### config.mk
export PLATFORM = sky130hd
export DESIGN_NAME = dual_uart_register_map
export DESIGN_NICKNAME = d
export VERILOG_FILES = /design/src/dual_uart_pkg.sv /design/src/dual_uart_register_map.sv /design/src/bus_strobe_edge.sv /design/src/modem_delta_track.sv
export SDC_FILE = /design/constraint.sdc
export NUM_CORES = 1
export LEC_CHECK = 0
export ABC_CLOCK_PERIOD_IN_PS = 4000
export BUFFER_PORTS_ARGS = -buffer_cell sky130_fd_sc_hd__buf_2
export CORE_ASPECT_RATIO = 0.8
export CORE_UTILIZATION = 50
export DETAILED_ROUTE_END_ITERATION = 12
export PLACE_DENSITY = 0.88
export RECOVER_POWER = 50
export SLEW_MARGIN = 20
export SYNTH_ARGS = -nofsm -noshare
export SYNTH_HDL_FRONTEND = slang
export SYNTH_SLANG_ARGS = --single-unit
### constraint.sdc
create_clock -name CLK_SYS -period 4 [get_ports CLK_SYS]
set_clock_uncertainty 0.15 [all_clocks]
set_input_delay 0.8 -clock CLK_SYS [delete_from_list [all_inputs] [get_ports CLK_SYS]]
set_output_delay 0.8 -clock CLK_SYS [all_outputs]
set_load 0.05 [all_outputs]
### src/dual_uart_pkg.sv
// Shared constants, access decode and field helpers for the dual UART bank
`default_nettype none
package dual_uart_pkg;

  // Register addresses on the three address lines
  localparam logic [2:0] OFS_HOLD  = 3'h0;
  localparam logic [2:0] OFS_MASK  = 3'h1;
  localparam logic [2:0] OFS_QUEUE = 3'h2;
  localparam logic [2:0] OFS_LINE  = 3'h3;
  localparam logic [2:0] OFS_MODEM = 3'h4;
  localparam logic [2:0] OFS_LSTAT = 3'h5;
  localparam logic [2:0] OFS_MSTAT = 3'h6;
  localparam logic [2:0] OFS_SCR   = 3'h7;

  // Line-format value that opens the enhanced set
  localparam logic [7:0] ENH_KEY   = 8'hbf;
  localparam logic [7:0] REG_RESET = 8'h00;
  localparam logic       STROBE_IDLE = 1'b1;

  // Field positions
  localparam int LF_DIV_BIT   = 7;
  localparam int EF_EXT_BIT   = 4;
  localparam int MC_ALT_BIT   = 6;
  localparam int MC_RDY_BIT   = 2;
  localparam int QC_EN_BIT    = 0;
  localparam int QC_RXCLR_BIT = 1;
  localparam int QC_TXCLR_BIT = 2;

  // Bits that only exist while the extended fields are enabled, and the self-clearing queue bits
  localparam logic [7:0] EXT_IRQ_MASK = 8'hf0;
  localparam logic [7:0] EXT_QUEUE    = 8'h30;
  localparam logic [7:0] EXT_MODEM    = 8'he0;
  localparam logic [7:0] EXT_SOURCE   = 8'h30;
  localparam logic [7:0] QC_SELF_CLR  = 8'h06;

  typedef enum logic [4:0] {
    SEL_NONE, SEL_HOLD, SEL_DIVLO, SEL_DIVHI, SEL_FRAC, SEL_MASK,
    SEL_QUEUE, SEL_ENH, SEL_LINE, SEL_MODEM, SEL_LSTAT, SEL_MSTAT,
    SEL_SCR, SEL_HALT, SEL_TRIG, SEL_RDY, SEL_FLOW_ON_CHAR_1, SEL_FLOW_ON_CHAR_2,
    SEL_FLOW_OFF_CHAR_1, SEL_FLOW_OFF_CHAR_2
  } reg_sel_e;

  function automatic reg_sel_e decode_sel(
    input logic [2:0] addr,
    input logic [7:0] lf,
    input logic       ext,
    input logic       alt,
    input logic       rdy,
    input logic       rd);
    reg_sel_e sel;
    sel = SEL_NONE;
    if (lf == ENH_KEY) begin
      if (addr == OFS_HOLD) sel = SEL_DIVLO;
      else if (addr == OFS_MASK) sel = SEL_DIVHI;
      else if (addr == OFS_QUEUE) sel = SEL_ENH;
      else if (addr == OFS_LINE) sel = SEL_LINE;
      else if (addr == OFS_MODEM) sel = SEL_FLOW_ON_CHAR_1;
      else if (addr == OFS_LSTAT) sel = SEL_FLOW_ON_CHAR_2;
      else if (addr == OFS_MSTAT) sel = SEL_FLOW_OFF_CHAR_1;
      else sel = SEL_FLOW_OFF_CHAR_2;
    end else if (addr == OFS_HOLD) begin
      sel = lf[LF_DIV_BIT] ? SEL_DIVLO : SEL_HOLD;
    end else if (addr == OFS_MASK) begin
      sel = lf[LF_DIV_BIT] ? SEL_DIVHI : SEL_MASK;
    end else if (addr == OFS_QUEUE) begin
      if (!lf[LF_DIV_BIT]) sel = SEL_QUEUE;
      else if (ext) sel = SEL_FRAC;
    end else if (addr == OFS_LINE) begin
      sel = SEL_LINE;
    end else if (addr == OFS_MODEM) begin
      sel = SEL_MODEM;
    end else if (addr == OFS_LSTAT) begin
      sel = SEL_LSTAT;
    end else if (addr == OFS_MSTAT) begin
      sel = (alt && ext) ? SEL_HALT : SEL_MSTAT;
    end else if (alt && ext) begin
      sel = SEL_TRIG;
    end else begin
      sel = (rd && rdy) ? SEL_RDY : SEL_SCR;
    end
    return sel;
  endfunction

  // Hidden extended bits read as zero
  function automatic logic [7:0] gate_ext(
    input logic [7:0] v, input logic [7:0] m, input logic ext);
    return ext ? v : (v & ~m);
  endfunction

  // Extended bits keep their value unless enabled
  function automatic logic [7:0] merge_ext(
    input logic [7:0] old, input logic [7:0] nv,
    input logic [7:0] m, input logic ext);
    return ext ? nv : ((old & m) | (nv & ~m));
  endfunction

endpackage
`default_nettype wire

### src/dual_uart_register_map.sv
// Per-channel register bank of a dual asynchronous serial controller
`timescale 1ns/10ps
`default_nettype none
module dual_uart_register_map
  import dual_uart_pkg::*;
#(
  parameter int CHANNELS = 2
) (
  // Clock, reset, enable
  input  wire logic            CLK_SYS,
  input  wire logic            RST,
  input  wire logic            CE,
  // Host register bus
  input  wire logic [2:0]      ADDR,
  input  wire logic            SEL_A_N,
  input  wire logic            SEL_B_N,
  input  wire logic            RD_N,
  input  wire logic            WR_N,
  input  wire logic [7:0]      WR_DATA,
  output logic      [7:0]      RD_DATA,
  // Receive and transmit data paths
  input  wire logic [1:0][7:0] RX_DATA,
  output logic      [1:0]      RX_POP,
  output logic      [1:0][7:0] TX_DATA,
  output logic      [1:0]      TX_PUSH,
  // Queue control pulses
  output logic      [1:0]      RXQ_CLEAR,
  output logic      [1:0]      TXQ_CLEAR,
  // Status from the channel logic
  input  wire logic [1:0][7:0] LINE_STATUS,
  input  wire logic [1:0][3:0] MODEM_LVL,
  input  wire logic [1:0][5:0] IRQ_CODE,
  input  wire logic [1:0]      TXQ_RDY,
  input  wire logic [1:0]      RXQ_RDY,
  // Configuration to the channel logic
  output logic      [1:0][7:0] CFG_DIV_LO,
  output logic      [1:0][7:0] CFG_DIV_HI,
  output logic      [1:0][7:0] CFG_DIV_FRAC,
  output logic      [1:0][7:0] CFG_IRQ_MASK,
  output logic      [1:0][7:0] CFG_QUEUE,
  output logic      [1:0][7:0] CFG_LINE,
  output logic      [1:0][7:0] CFG_MODEM,
  output logic      [1:0][7:0] CFG_ENH,
  output logic      [1:0][7:0] CFG_HALT,
  output logic      [1:0][7:0] CFG_TRIG,
  output logic      [1:0][7:0] CFG_FLOW_ON1,
  output logic      [1:0][7:0] CFG_FLOW_ON2,
  output logic      [1:0][7:0] CFG_FLOW_OFF1,
  output logic      [1:0][7:0] CFG_FLOW_OFF2
);
  if (CHANNELS != 2) begin : g_chk
    $error("dual_uart_register_map serves exactly two channels");
  end

  typedef struct packed {
    logic [1:0][7:0] div_lo, div_hi, div_frac, mask, queue, enh;
    logic [1:0][7:0] line, modem, scr, halt, trig;
    logic [1:0][7:0] flow_on_char_1, flow_on_char_2, flow_off_char_1, flow_off_char_2, tx_data;
    logic [1:0]      rx_pop, tx_push, rxq_clr, txq_clr;
    logic [7:0]      rd_data;
  } state_s;

  state_s q;
  state_s d;

  logic       rd_pulse;
  logic       wr_pulse;
  logic [1:0] rd_hit;
  logic [1:0] wr_hit;
  logic [1:0] msr_clr;
  logic [1:0][3:0] delta;
  reg_sel_e   sel_r [2];
  reg_sel_e   sel_w [2];

  bus_strobe_edge u_rd_edge (
    .CLK_SYS  (CLK_SYS),
    .RST      (RST),
    .CE       (CE),
    .strobe_n (RD_N),
    .pulse    (rd_pulse)
  );

  bus_strobe_edge u_wr_edge (
    .CLK_SYS  (CLK_SYS),
    .RST      (RST),
    .CE       (CE),
    .strobe_n (WR_N),
    .pulse    (wr_pulse)
  );

  // per-channel select
  // A read with both selects low answers from channel A only
  assign rd_hit[0] = rd_pulse && !SEL_A_N;
  assign rd_hit[1] = rd_pulse && !SEL_B_N && SEL_A_N;
  assign wr_hit[0] = wr_pulse && !SEL_A_N;
  assign wr_hit[1] = wr_pulse && !SEL_B_N;

  always_comb begin
    for (int c = 0; c < 2; c++) begin
      sel_r[c] = decode_sel(ADDR, q.line[c], q.enh[c][EF_EXT_BIT],
                            q.modem[c][MC_ALT_BIT],
                            q.modem[c][MC_RDY_BIT], 1'b1);
      sel_w[c] = decode_sel(ADDR, q.line[c], q.enh[c][EF_EXT_BIT],
                            q.modem[c][MC_ALT_BIT],
                            q.modem[c][MC_RDY_BIT], 1'b0);
    end
  end

  for (genvar g = 0; g < 2; g++) begin : g_chan
    assign msr_clr[g] = rd_hit[g] && (sel_r[g] == SEL_MSTAT);

    modem_delta_track #(
      .LINES (4)
    ) u_delta (
      .CLK_SYS (CLK_SYS),
      .RST     (RST),
      .CE      (CE),
      .lvl     (MODEM_LVL[g]),
      .clr     (msr_clr[g]),
      .delta   (delta[g])
    );
  end

  always_comb begin
    logic ext;
    ext = 1'b0;
    d = q;
    d.rx_pop = '0;
    d.tx_push = '0;
    d.rxq_clr = '0;
    d.txq_clr = '0;
    for (int c = 0; c < 2; c++) begin
      ext = q.enh[c][EF_EXT_BIT];
      if (wr_hit[c]) begin
        case (sel_w[c])
          SEL_HOLD: begin
            d.tx_data[c] = WR_DATA;
            d.tx_push[c] = 1'b1;
          end
          SEL_DIVLO: d.div_lo[c] = WR_DATA;
          SEL_DIVHI: d.div_hi[c] = WR_DATA;
          SEL_FRAC:  d.div_frac[c] = WR_DATA;
          SEL_MASK: begin
            d.mask[c] = merge_ext(q.mask[c], WR_DATA, EXT_IRQ_MASK, ext);
          end
          SEL_QUEUE: begin
            d.queue[c] = merge_ext(q.queue[c], WR_DATA & ~QC_SELF_CLR,
                                   EXT_QUEUE, ext);
            d.rxq_clr[c] = WR_DATA[QC_RXCLR_BIT];
            d.txq_clr[c] = WR_DATA[QC_TXCLR_BIT];
          end
          SEL_ENH:   d.enh[c] = WR_DATA;
          SEL_LINE:  d.line[c] = WR_DATA;
          SEL_MODEM: begin
            d.modem[c] = merge_ext(q.modem[c], WR_DATA, EXT_MODEM, ext);
          end
          SEL_SCR:   d.scr[c] = WR_DATA;
          SEL_HALT:  d.halt[c] = WR_DATA;
          SEL_TRIG:  d.trig[c] = WR_DATA;
          SEL_FLOW_ON_CHAR_1:  d.flow_on_char_1[c] = WR_DATA;
          SEL_FLOW_ON_CHAR_2:  d.flow_on_char_2[c] = WR_DATA;
          SEL_FLOW_OFF_CHAR_1: d.flow_off_char_1[c] = WR_DATA;
          SEL_FLOW_OFF_CHAR_2: d.flow_off_char_2[c] = WR_DATA;
          default: begin
          end
        endcase
      end
      if (rd_hit[c]) begin
        case (sel_r[c])
          SEL_HOLD: begin
            d.rd_data = RX_DATA[c];
            d.rx_pop[c] = 1'b1;
          end
          SEL_DIVLO: d.rd_data = q.div_lo[c];
          SEL_DIVHI: d.rd_data = q.div_hi[c];
          SEL_FRAC:  d.rd_data = q.div_frac[c];
          SEL_MASK: begin
            d.rd_data = gate_ext(q.mask[c], EXT_IRQ_MASK, ext);
          end
          SEL_QUEUE: begin
            d.rd_data = gate_ext({{2{q.queue[c][QC_EN_BIT]}}, IRQ_CODE[c]},
                                 EXT_SOURCE, ext);
          end
          SEL_ENH:   d.rd_data = q.enh[c];
          SEL_LINE:  d.rd_data = q.line[c];
          SEL_MODEM: begin
            d.rd_data = gate_ext(q.modem[c], EXT_MODEM, ext);
          end
          SEL_LSTAT: d.rd_data = LINE_STATUS[c];
          SEL_MSTAT: d.rd_data = {MODEM_LVL[c], delta[c]};
          SEL_SCR:   d.rd_data = q.scr[c];
          SEL_HALT:  d.rd_data = q.halt[c];
          SEL_TRIG:  d.rd_data = q.trig[c];
          SEL_RDY: begin
            d.rd_data = {2'b00, RXQ_RDY, 2'b00, TXQ_RDY};
          end
          SEL_FLOW_ON_CHAR_1:  d.rd_data = q.flow_on_char_1[c];
          SEL_FLOW_ON_CHAR_2:  d.rd_data = q.flow_on_char_2[c];
          SEL_FLOW_OFF_CHAR_1: d.rd_data = q.flow_off_char_1[c];
          SEL_FLOW_OFF_CHAR_2: d.rd_data = q.flow_off_char_2[c];
          default:   d.rd_data = REG_RESET;
        endcase
      end
    end
  end

  always_ff @(posedge CLK_SYS) begin
    if (RST) begin
      q <= '0;
    end else if (CE) begin
      q <= d;
    end
  end

  assign RD_DATA   = q.rd_data;
  assign RX_POP    = q.rx_pop;
  assign TX_PUSH   = q.tx_push;
  assign TX_DATA   = q.tx_data;
  assign RXQ_CLEAR = q.rxq_clr;
  assign TXQ_CLEAR = q.txq_clr;
  assign CFG_DIV_LO    = q.div_lo;
  assign CFG_DIV_HI    = q.div_hi;
  assign CFG_LINE      = q.line;
  assign CFG_ENH       = q.enh;
  assign CFG_HALT      = q.halt;
  assign CFG_TRIG      = q.trig;
  assign CFG_FLOW_ON1  = q.flow_on_char_1;
  assign CFG_FLOW_ON2  = q.flow_on_char_2;
  assign CFG_FLOW_OFF1 = q.flow_off_char_1;
  assign CFG_FLOW_OFF2 = q.flow_off_char_2;

  // stored extended bits lose effect when disabled
  for (genvar g = 0; g < 2; g++) begin : g_cfg
    assign CFG_IRQ_MASK[g] = gate_ext(q.mask[g], EXT_IRQ_MASK,
                                      q.enh[g][EF_EXT_BIT]);
    assign CFG_QUEUE[g] = gate_ext(q.queue[g], EXT_QUEUE,
                                   q.enh[g][EF_EXT_BIT]);
    assign CFG_MODEM[g] = gate_ext(q.modem[g], EXT_MODEM,
                                   q.enh[g][EF_EXT_BIT]);
    assign CFG_DIV_FRAC[g] = q.enh[g][EF_EXT_BIT] ? q.div_frac[g]
                                                   : REG_RESET;
  end
endmodule // dual_uart_register_map
`default_nettype wire

### src/bus_strobe_edge.sv
// Turns an active-low bus strobe into a one-cycle pulse at its start
`timescale 1ns/10ps
`default_nettype none
module bus_strobe_edge
  import dual_uart_pkg::*;
(
  // Clock and reset
  input  wire logic CLK_SYS,
  input  wire logic RST,
  input  wire logic CE,
  // Strobe in, pulse out
  input  wire logic strobe_n,
  output logic      pulse
);
  typedef struct packed {
    logic prev_n;
  } state_s;

  state_s q;
  state_s d;

  always_comb begin
    d = q;
    d.prev_n = strobe_n;
  end

  // Only the falling edge counts, a held strobe acts once
  assign pulse = CE && q.prev_n && !strobe_n;

  always_ff @(posedge CLK_SYS) begin
    if (RST) begin
      q.prev_n <= STROBE_IDLE;
    end else if (CE) begin
      q <= d;
    end
  end
endmodule // bus_strobe_edge
`default_nettype wire

### src/modem_delta_track.sv
// Change flags for the modem inputs, cleared by a status read
`timescale 1ns/10ps
`default_nettype none
module modem_delta_track
  import dual_uart_pkg::*;
#(
  parameter int LINES = 4
) (
  // Clock and reset
  input  wire logic             CLK_SYS,
  input  wire logic             RST,
  input  wire logic             CE,
  // Levels and clear
  input  wire logic [LINES-1:0] lvl,
  input  wire logic             clr,
  output logic      [LINES-1:0] delta
);
  if (LINES != 4) begin : g_chk
    $error("modem_delta_track serves exactly four inputs");
  end

  typedef struct packed {
    logic [LINES-1:0] prev;
    logic [LINES-1:0] delta;
    logic             primed;
  } state_s;

  state_s q;
  state_s d;

  // Change seen in the clearing cycle survives the clear
  always_comb begin
    d = q;
    d.prev = lvl;
    d.primed = 1'b1;
    d.delta = (clr ? '0 : q.delta) | ((lvl ^ q.prev) & {LINES{q.primed}});
  end

  assign delta = q.delta;

  always_ff @(posedge CLK_SYS) begin
    if (RST) begin
      q <= '0;
    end else if (CE) begin
      q <= d;
    end
  end
endmodule // modem_delta_track
`default_nettype wire

==> results_dict.tcl, run 1 <==
set metrics [dict create \
    vias 14100 \
    syn2layout_area_growth_pct 8.40 \
    violations "capacitance limit, slew limit" \
    worstPathRequired_ns 4.20 \
    start_util_pct 50.9 \
    drv_cap 1 \
    post_cts_buffers 0 \
    grt_overflow_total 0 \
    pin_count 330 \
    dr.first_iter.drc_count 1501 \
    synth_cell_type_count 96 \
    clk_pin_slew_ns 0.06 \
    clock_sinks 287 \
    synth_area_per_cell_um2 8.88 \
    rows 58 \
    drtAntennaViolNets 0 \
    ys_top_cells_by_count "308 x nor2_1, 287 x dfxtp_1, 258 x mux2i_1" \
    yosysSeqAreaShare_pct 35.9 \
    syn_area_um2 16000 \
    dieArea_um2 32700 \
    final_max_slew_viol_count 124 \
    grt_pass1_wl_um 83700 \
    status "finished, violations left" \
    yosys-top-cells-area "dfxtp_1 36%, mux2i_1 16%, buf_4 11%" \
    first_global_vias 13200 \
    ys_warn_count 0 \
    final_nets 1981 \
    clock_path_buffers 3 \
    cts_tree "yes" \
    hold_buffers 0 \
    utilization_pct 55.2 \
    antenna_found_initial 5 \
    highest_layer "met5" \
    worstPathCellList "nand4_1, or2_1, buf_4, mux2_2, and2_1, and3_1, a2111oi_0, and3_1, o32ai_1" \
    max_slew.worst_pin.slew_ns 2.74 \
    crit_top_cell "and3_1" \
    ys_ff_latch 287 \
    synth-edff-count 0 \
    fmax_ghz 0.278 \
    setup_violations 0 \
    synth_top_cell_by_area "dfxtp_1" \
    leakage_nw 7.21 \
    grt_start_max_net_pins 125 \
    routed_via_density 6.01 \
    critPathLaunchType "flip-flop" \
    hp-class "in -> reg" \
    path_class "reg -> reg" \
    synth_ff_type "dfxtp_1" \
    avgRoutedWirePerCell_um 24.5 \
    io_buffers 325 \
    yosysTopAreaCellShare_pct 35.9 \
    route.met3.wl_um 5440 \
    layout_min_cycle_time_ns 3.59 \
    placed_cell_area_um2 16700 \
    wl_um 57600 \
    insertion_delay_ns 0.58 \
    postSynth.asyncResetShare_pct 0 \
    yosysMostFrequentCell "nor2_1" \
    core_um2 31400 \
    routed-wl-met2_um 26100 \
    drive_gt1_share_pct 13.7 \
    ctsResizeCount 0 \
    place.gp.congestion 1.00 \
    total_power_mw 6.44 \
    max_stage_delay_ns 0.60 \
    worstSetupEndpointType "flip-flop" \
    vdd_ir_drop_max_mv 0.405 \
    cts_max_level 1 \
    die_width_um 202 \
    grt_usage_pct 33.7 \
    wl_met1_um 24300 \
    crit_fanout 12 \
    drcViolationCount 0 \
    cp.arrival_ns 3.80 \
    power_density_nw_per_um2 371 \
    cts-buffers-inserted 29 \
    hpwl_um 42300 \
    root_buffer "clkbuf_16" \
    slew_headroom_pct -82.7 \
    cpMaxStageDelayCell "a2111oi_0" \
    final_area_um2 17300 \
    die_y_um 162 \
    first_pass_iters 5 \
    fin_setup_tns_ns 0 \
    finalCritPeriodShare_pct 89.8 \
    grt_setup_unrepaired "false" \
    synth_cells 1802 \
    hold_viol 0 \
]
[worst max-delay path, delay by kind of cell (launching register included)]
kind,cells,cell delay [ns]
compound gates,2,0.69
mux,1,0.35
simple gates,5,1.50
flops,1,0.44
buf+inv,1,0.23
[flip-flops by register name, summed over array words and instances, names as in the netlist]
| name | flops |
|---|---|
| TXQ_CLEAR | 2 |
| g_chan.u_delta.q | 9 |
| CFG_DIV_LO | 16 |
| q | 76 |
| CFG_DIV_HI | 16 |
| CFG_FLOW_OFF1 | 16 |
| CFG_TRIG | 16 |
| CFG_FLOW_ON1 | 16 |
| u_wr_edge.q | 1 |
| CFG_FLOW_OFF2 | 16 |
| g_chan.u_delta.delta | 8 |
| CFG_FLOW_ON2 | 16 |
| RXQ_CLEAR | 2 |
| u_rd_edge.q | 1 |
| CFG_HALT | 16 |
| TX_DATA | 16 |
| TX_PUSH | 2 |
| CFG_LINE | 16 |
| RD_DATA | 8 |
| RX_POP | 2 |
| CFG_ENH | 16 |
[final cells by class]
class	count	area (um^2)
multi-input cells	1172	8090
repair buffers	404	1940
fillers	2972	14100
diodes	2	5.00
clock inverters	11	145
flip-flops and latches	287	5750
clock buffers	41	851
well taps	420	526
inverters	11	41.3
[final timing paths]
path	cells past startpoint	from	slack, ns	to
max	9	CFG_LINE[2]	0.41	RD_DATA[0]
min	2	RD_N	0.30	u_rd_edge.q
max reg2reg	9	CFG_LINE[2]	0.41	RD_DATA[0]
min reg2reg	2	g_chan[1].u_delta.q[0]	0.32	g_chan[1].u_delta.q[0]
[where the power goes]
group,total (mW),switching [mW],internal [mW]
clock,2.86,1.19,1.67
combinational,0.682,0.478,0.204
sequential,2.90,0.0183,2.88
[cells by family (layout without fill, tap and decap cells)]
| logic type | Yosys count | after routing | synth area share [%] |
|---|---|---|---|
| simple gates | 604 | 604 | 18.7 |
| buf+inv | 346 | 467 | 13.9 |
| flops | 287 | 287 | 35.9 |
| compound gates | 281 | 281 | 13.2 |
| mux | 271 | 271 | 17.6 |
| xor+xnor | 10 | 10 | 0.548 |
| fa+ha+maj | 2 | 2 | 0.156 |
| other cells | 1 | 6 | 0.0234 |
[stage by stage]
stage	hold slack [ns]	std cells	setup WS, ns
after floorplan	0.277	1805	0.0424
after global placement	0.288	2294	-0.249
after detailed placement	0.301	2294	-0.0309
after CTS	0.280	2346	0.357
after global routing	0.293	2347	0.260
final	0.300	2348	0.407
[per-layer routing]
metal	up-vias	GRT usage, %
li1	6343	-
met1	6858	45.9
met2	781	53.5
met3	115	6.66
met4	6	10.9
met5	-	0
[cell usage in the layout, fill, tap and decap left out, types with 8 or more instances in the layout]
| cell type | instances |
|---|---|
| nand4_1 | 11 |
| buf_2 | 75 |
| dfxtp_1 | 287 |
| a221o_1 | 10 |
| nand2b_1 | 15 |
| clkbuf_8 | 8 |
| xor2_1 | 8 |
| a221oi_1 | 15 |
| nor2b_1 | 11 |
| o21ai_0 | 40 |
| nor3_1 | 20 |
| nor3b_1 | 8 |
| o211ai_1 | 8 |
| and3_1 | 27 |
| and2_1 | 42 |
| nand3_1 | 30 |
| a211oi_1 | 8 |
| mux2i_1 | 258 |
| a21oi_1 | 64 |
| nand2_1 | 69 |
| nor2_1 | 308 |
| a22oi_1 | 23 |
| clkbuf_16 | 29 |
| a22o_1 | 10 |
| a32o_1 | 8 |
| clkbuf_1 | 254 |
| buf_4 | 75 |
| inv_1 | 10 |
Power figures use the tool's default switching activity.
==> run 2, diff against run 1 <==
Settings changed: ABC_CLOCK_PERIOD_IN_PS 4000 to 4200, CORE_UTILIZATION 50 to 60, PLACE_DENSITY 0.88 to 0.95.
Clock period 4 ns to 4.2 ns, I/O delays scaled along.
==> results_dict.tcl, run 2 (synthesized netlist as in run 1, its figures left out) <==
set metrics [dict create \
    start_util_pct 60.9 \
    drtAntennaViolNets 0 \
    grt_setup_unrepaired "false" \
    hold_buffers 0 \
    rows 53 \
    post_cts_buffers 0 \
    dieArea_um2 27300 \
    core_um2 26300 \
    largest_reg_flops 76 \
    leakage_nw 7.14 \
    die_y_um 148 \
    die_width_um 185 \
    first_global_vias 13600 \
    crit_fanout 27 \
    avgRoutedWirePerCell_um 24.6 \
    max_slew.worst_pin.slew_ns 3.11 \
    cts_tree "yes" \
    ctsResizeCount 0 \
    dr.first_iter.drc_count 1721 \
    nFillCells 2275 \
    grt_pass1_wl_um 81700 \
    vias 14500 \
    cts-buffers-inserted 28 \
    multi_input_area_um2 8070 \
    layout_commonest_cell "nor2_1" \
    final_max_slew_viol_count 159 \
    hold_viol 0 \
    routed_via_density 6.35 \
    insertion_delay_ns 0.57 \
    setup_violations 0 \
    wl_um 56100 \
    hp-class "reg -> reg" \
    mostFrequentLayoutCells "308 x nor2_1, 287 x dfxtp_1, 258 x mux2i_1, 253 x clkbuf_1, 76 x buf_2" \
    power_density_nw_per_um2 344 \
    root_buffer "clkbuf_16" \
    antenna_found_initial 0 \
    cts_max_level 1 \
    pin_count 330 \
    worstSetupEndpointType "flip-flop" \
    path_class "reg -> reg" \
    hpwl_um 40600 \
    seqCellArea_um2 5750 \
    worstPathRequired_ns 4.52 \
    r2r_slack_ns 0.20 \
    io_buffers 325 \
    vdd_ir_drop_max_mv 0.309 \
    clk_pin_slew_ns 0.07 \
    grt_start_max_net_pins 159 \
    final_nets 1976 \
    grt_usage_pct 39.4 \
    first_pass_iters 8 \
    slew_headroom_pct -107 \
    whs_ns 0.323 \
    cp.arrival_ns 4.32 \
    setup_slack_ns 0.199 \
    place.gp.congestion 1.02 \
    drv_cap 1 \
    fin_setup_tns_ns 0 \
    drive_gt1_share_pct 13.4 \
    drcViolationCount 0 \
    status "finished, violations left" \
    violations "capacitance limit, slew limit" \
    regMostFlops "q" \
    n_antenna_cell 0 \
    syn2layout_area_growth_pct 6.89 \
    clock_sinks 287 \
    critPathLaunchType "flip-flop" \
    clock_path_buffers 3 \
    fmax_ghz 0.250 \
    finalCritPeriodShare_pct 95.3 \
    grt_overflow_total 0 \
    layout_min_cycle_time_ns 4.00 \
    dp_slack_ns 0.0321 \
]
run 2: changes by cell type in the layout (fill, tap and decap cells not counted), sizes merged:
cell | before | now
bufinv | 3 | 1
diode | 2 | 0
inv | 12 | 11
clkbuf | 292 | 286
clkinv | 4 | 9
buf | 153 | 150
run 2: path summary, 6_finish.rpt:
path,from,end,depth (start not counted)
setup reg to reg,CFG_ENH[12],RD_DATA[4],9
hold reg to reg,TX_PUSH[0],TX_PUSH[0],2
hold / removal,TX_PUSH[0],TX_PUSH[0],2
setup / recovery,CFG_ENH[12],RD_DATA[4],9
run 2: power breakdown:
| part | total (mW) | leakage (nW) | internal [mW] | switching [mW] |
|---|---|---|---|---|
| Combinational | 0.640 | 4.39 | 0.189 | 0.451 |
| Sequential | 2.76 | 2.32 | 2.74 | 0.0178 |
| Clock | 2.48 | 0.432 | 1.36 | 1.12 |
| Total | 5.88 | 7.14 | 4.29 | 1.59 |
run 2: critical path, cell delays in order, from the launching register on:
cell and delay, ns:
dfxtp_1 0.40, clkbuf_1 1.03, o21ai_0 0.26, a21oi_1 0.30, o311a_4 0.26, nor2_4 0.07
and2_1 0.23, a2111oi_0 0.77, a21oi_1 0.22, a21o_1 0.21
run 2: metrics by stage:
stage / util (%) / instances / power (mW) / cell area [um^2]
2_1_floorplan: - / 1805 / 3.22 / 16000
3_3_place_gp: 62.8 / 2226 / 3.43 / 16500
3_5_place_dp: 62.8 / 2226 / 3.43 / 16500
4_1_cts: 66.2 / 2275 / 5.85 / 17400
5_1_grt: 65.1 / 2276 / 6.01 / 17100
6_report: 65.1 / 2276 / 5.88 / 17100
run 2: per-layer routing:
| metal | up-vias | share of wire (%) | global-route usage [%] |
|---|---|---|---|
| met5 | - | 0 | 0 |
| met4 | 0 | 4.8 | 17.9 |
| met3 | 189 | 11 | 6.95 |
| met2 | 1083 | 44 | 61.3 |
| met1 | 6865 | 40 | 53.5 |
| li1 | 6324 | - | - |
run 2: layout make-up:
class	instances	area share, %
multi-input cells	1172	47.2
clock inverters	13	0.680
repair buffers	400	11.2
inverters	11	0.241
clock buffers	36	4.51
well taps	357	2.61
flip-flops and latches	287	33.6
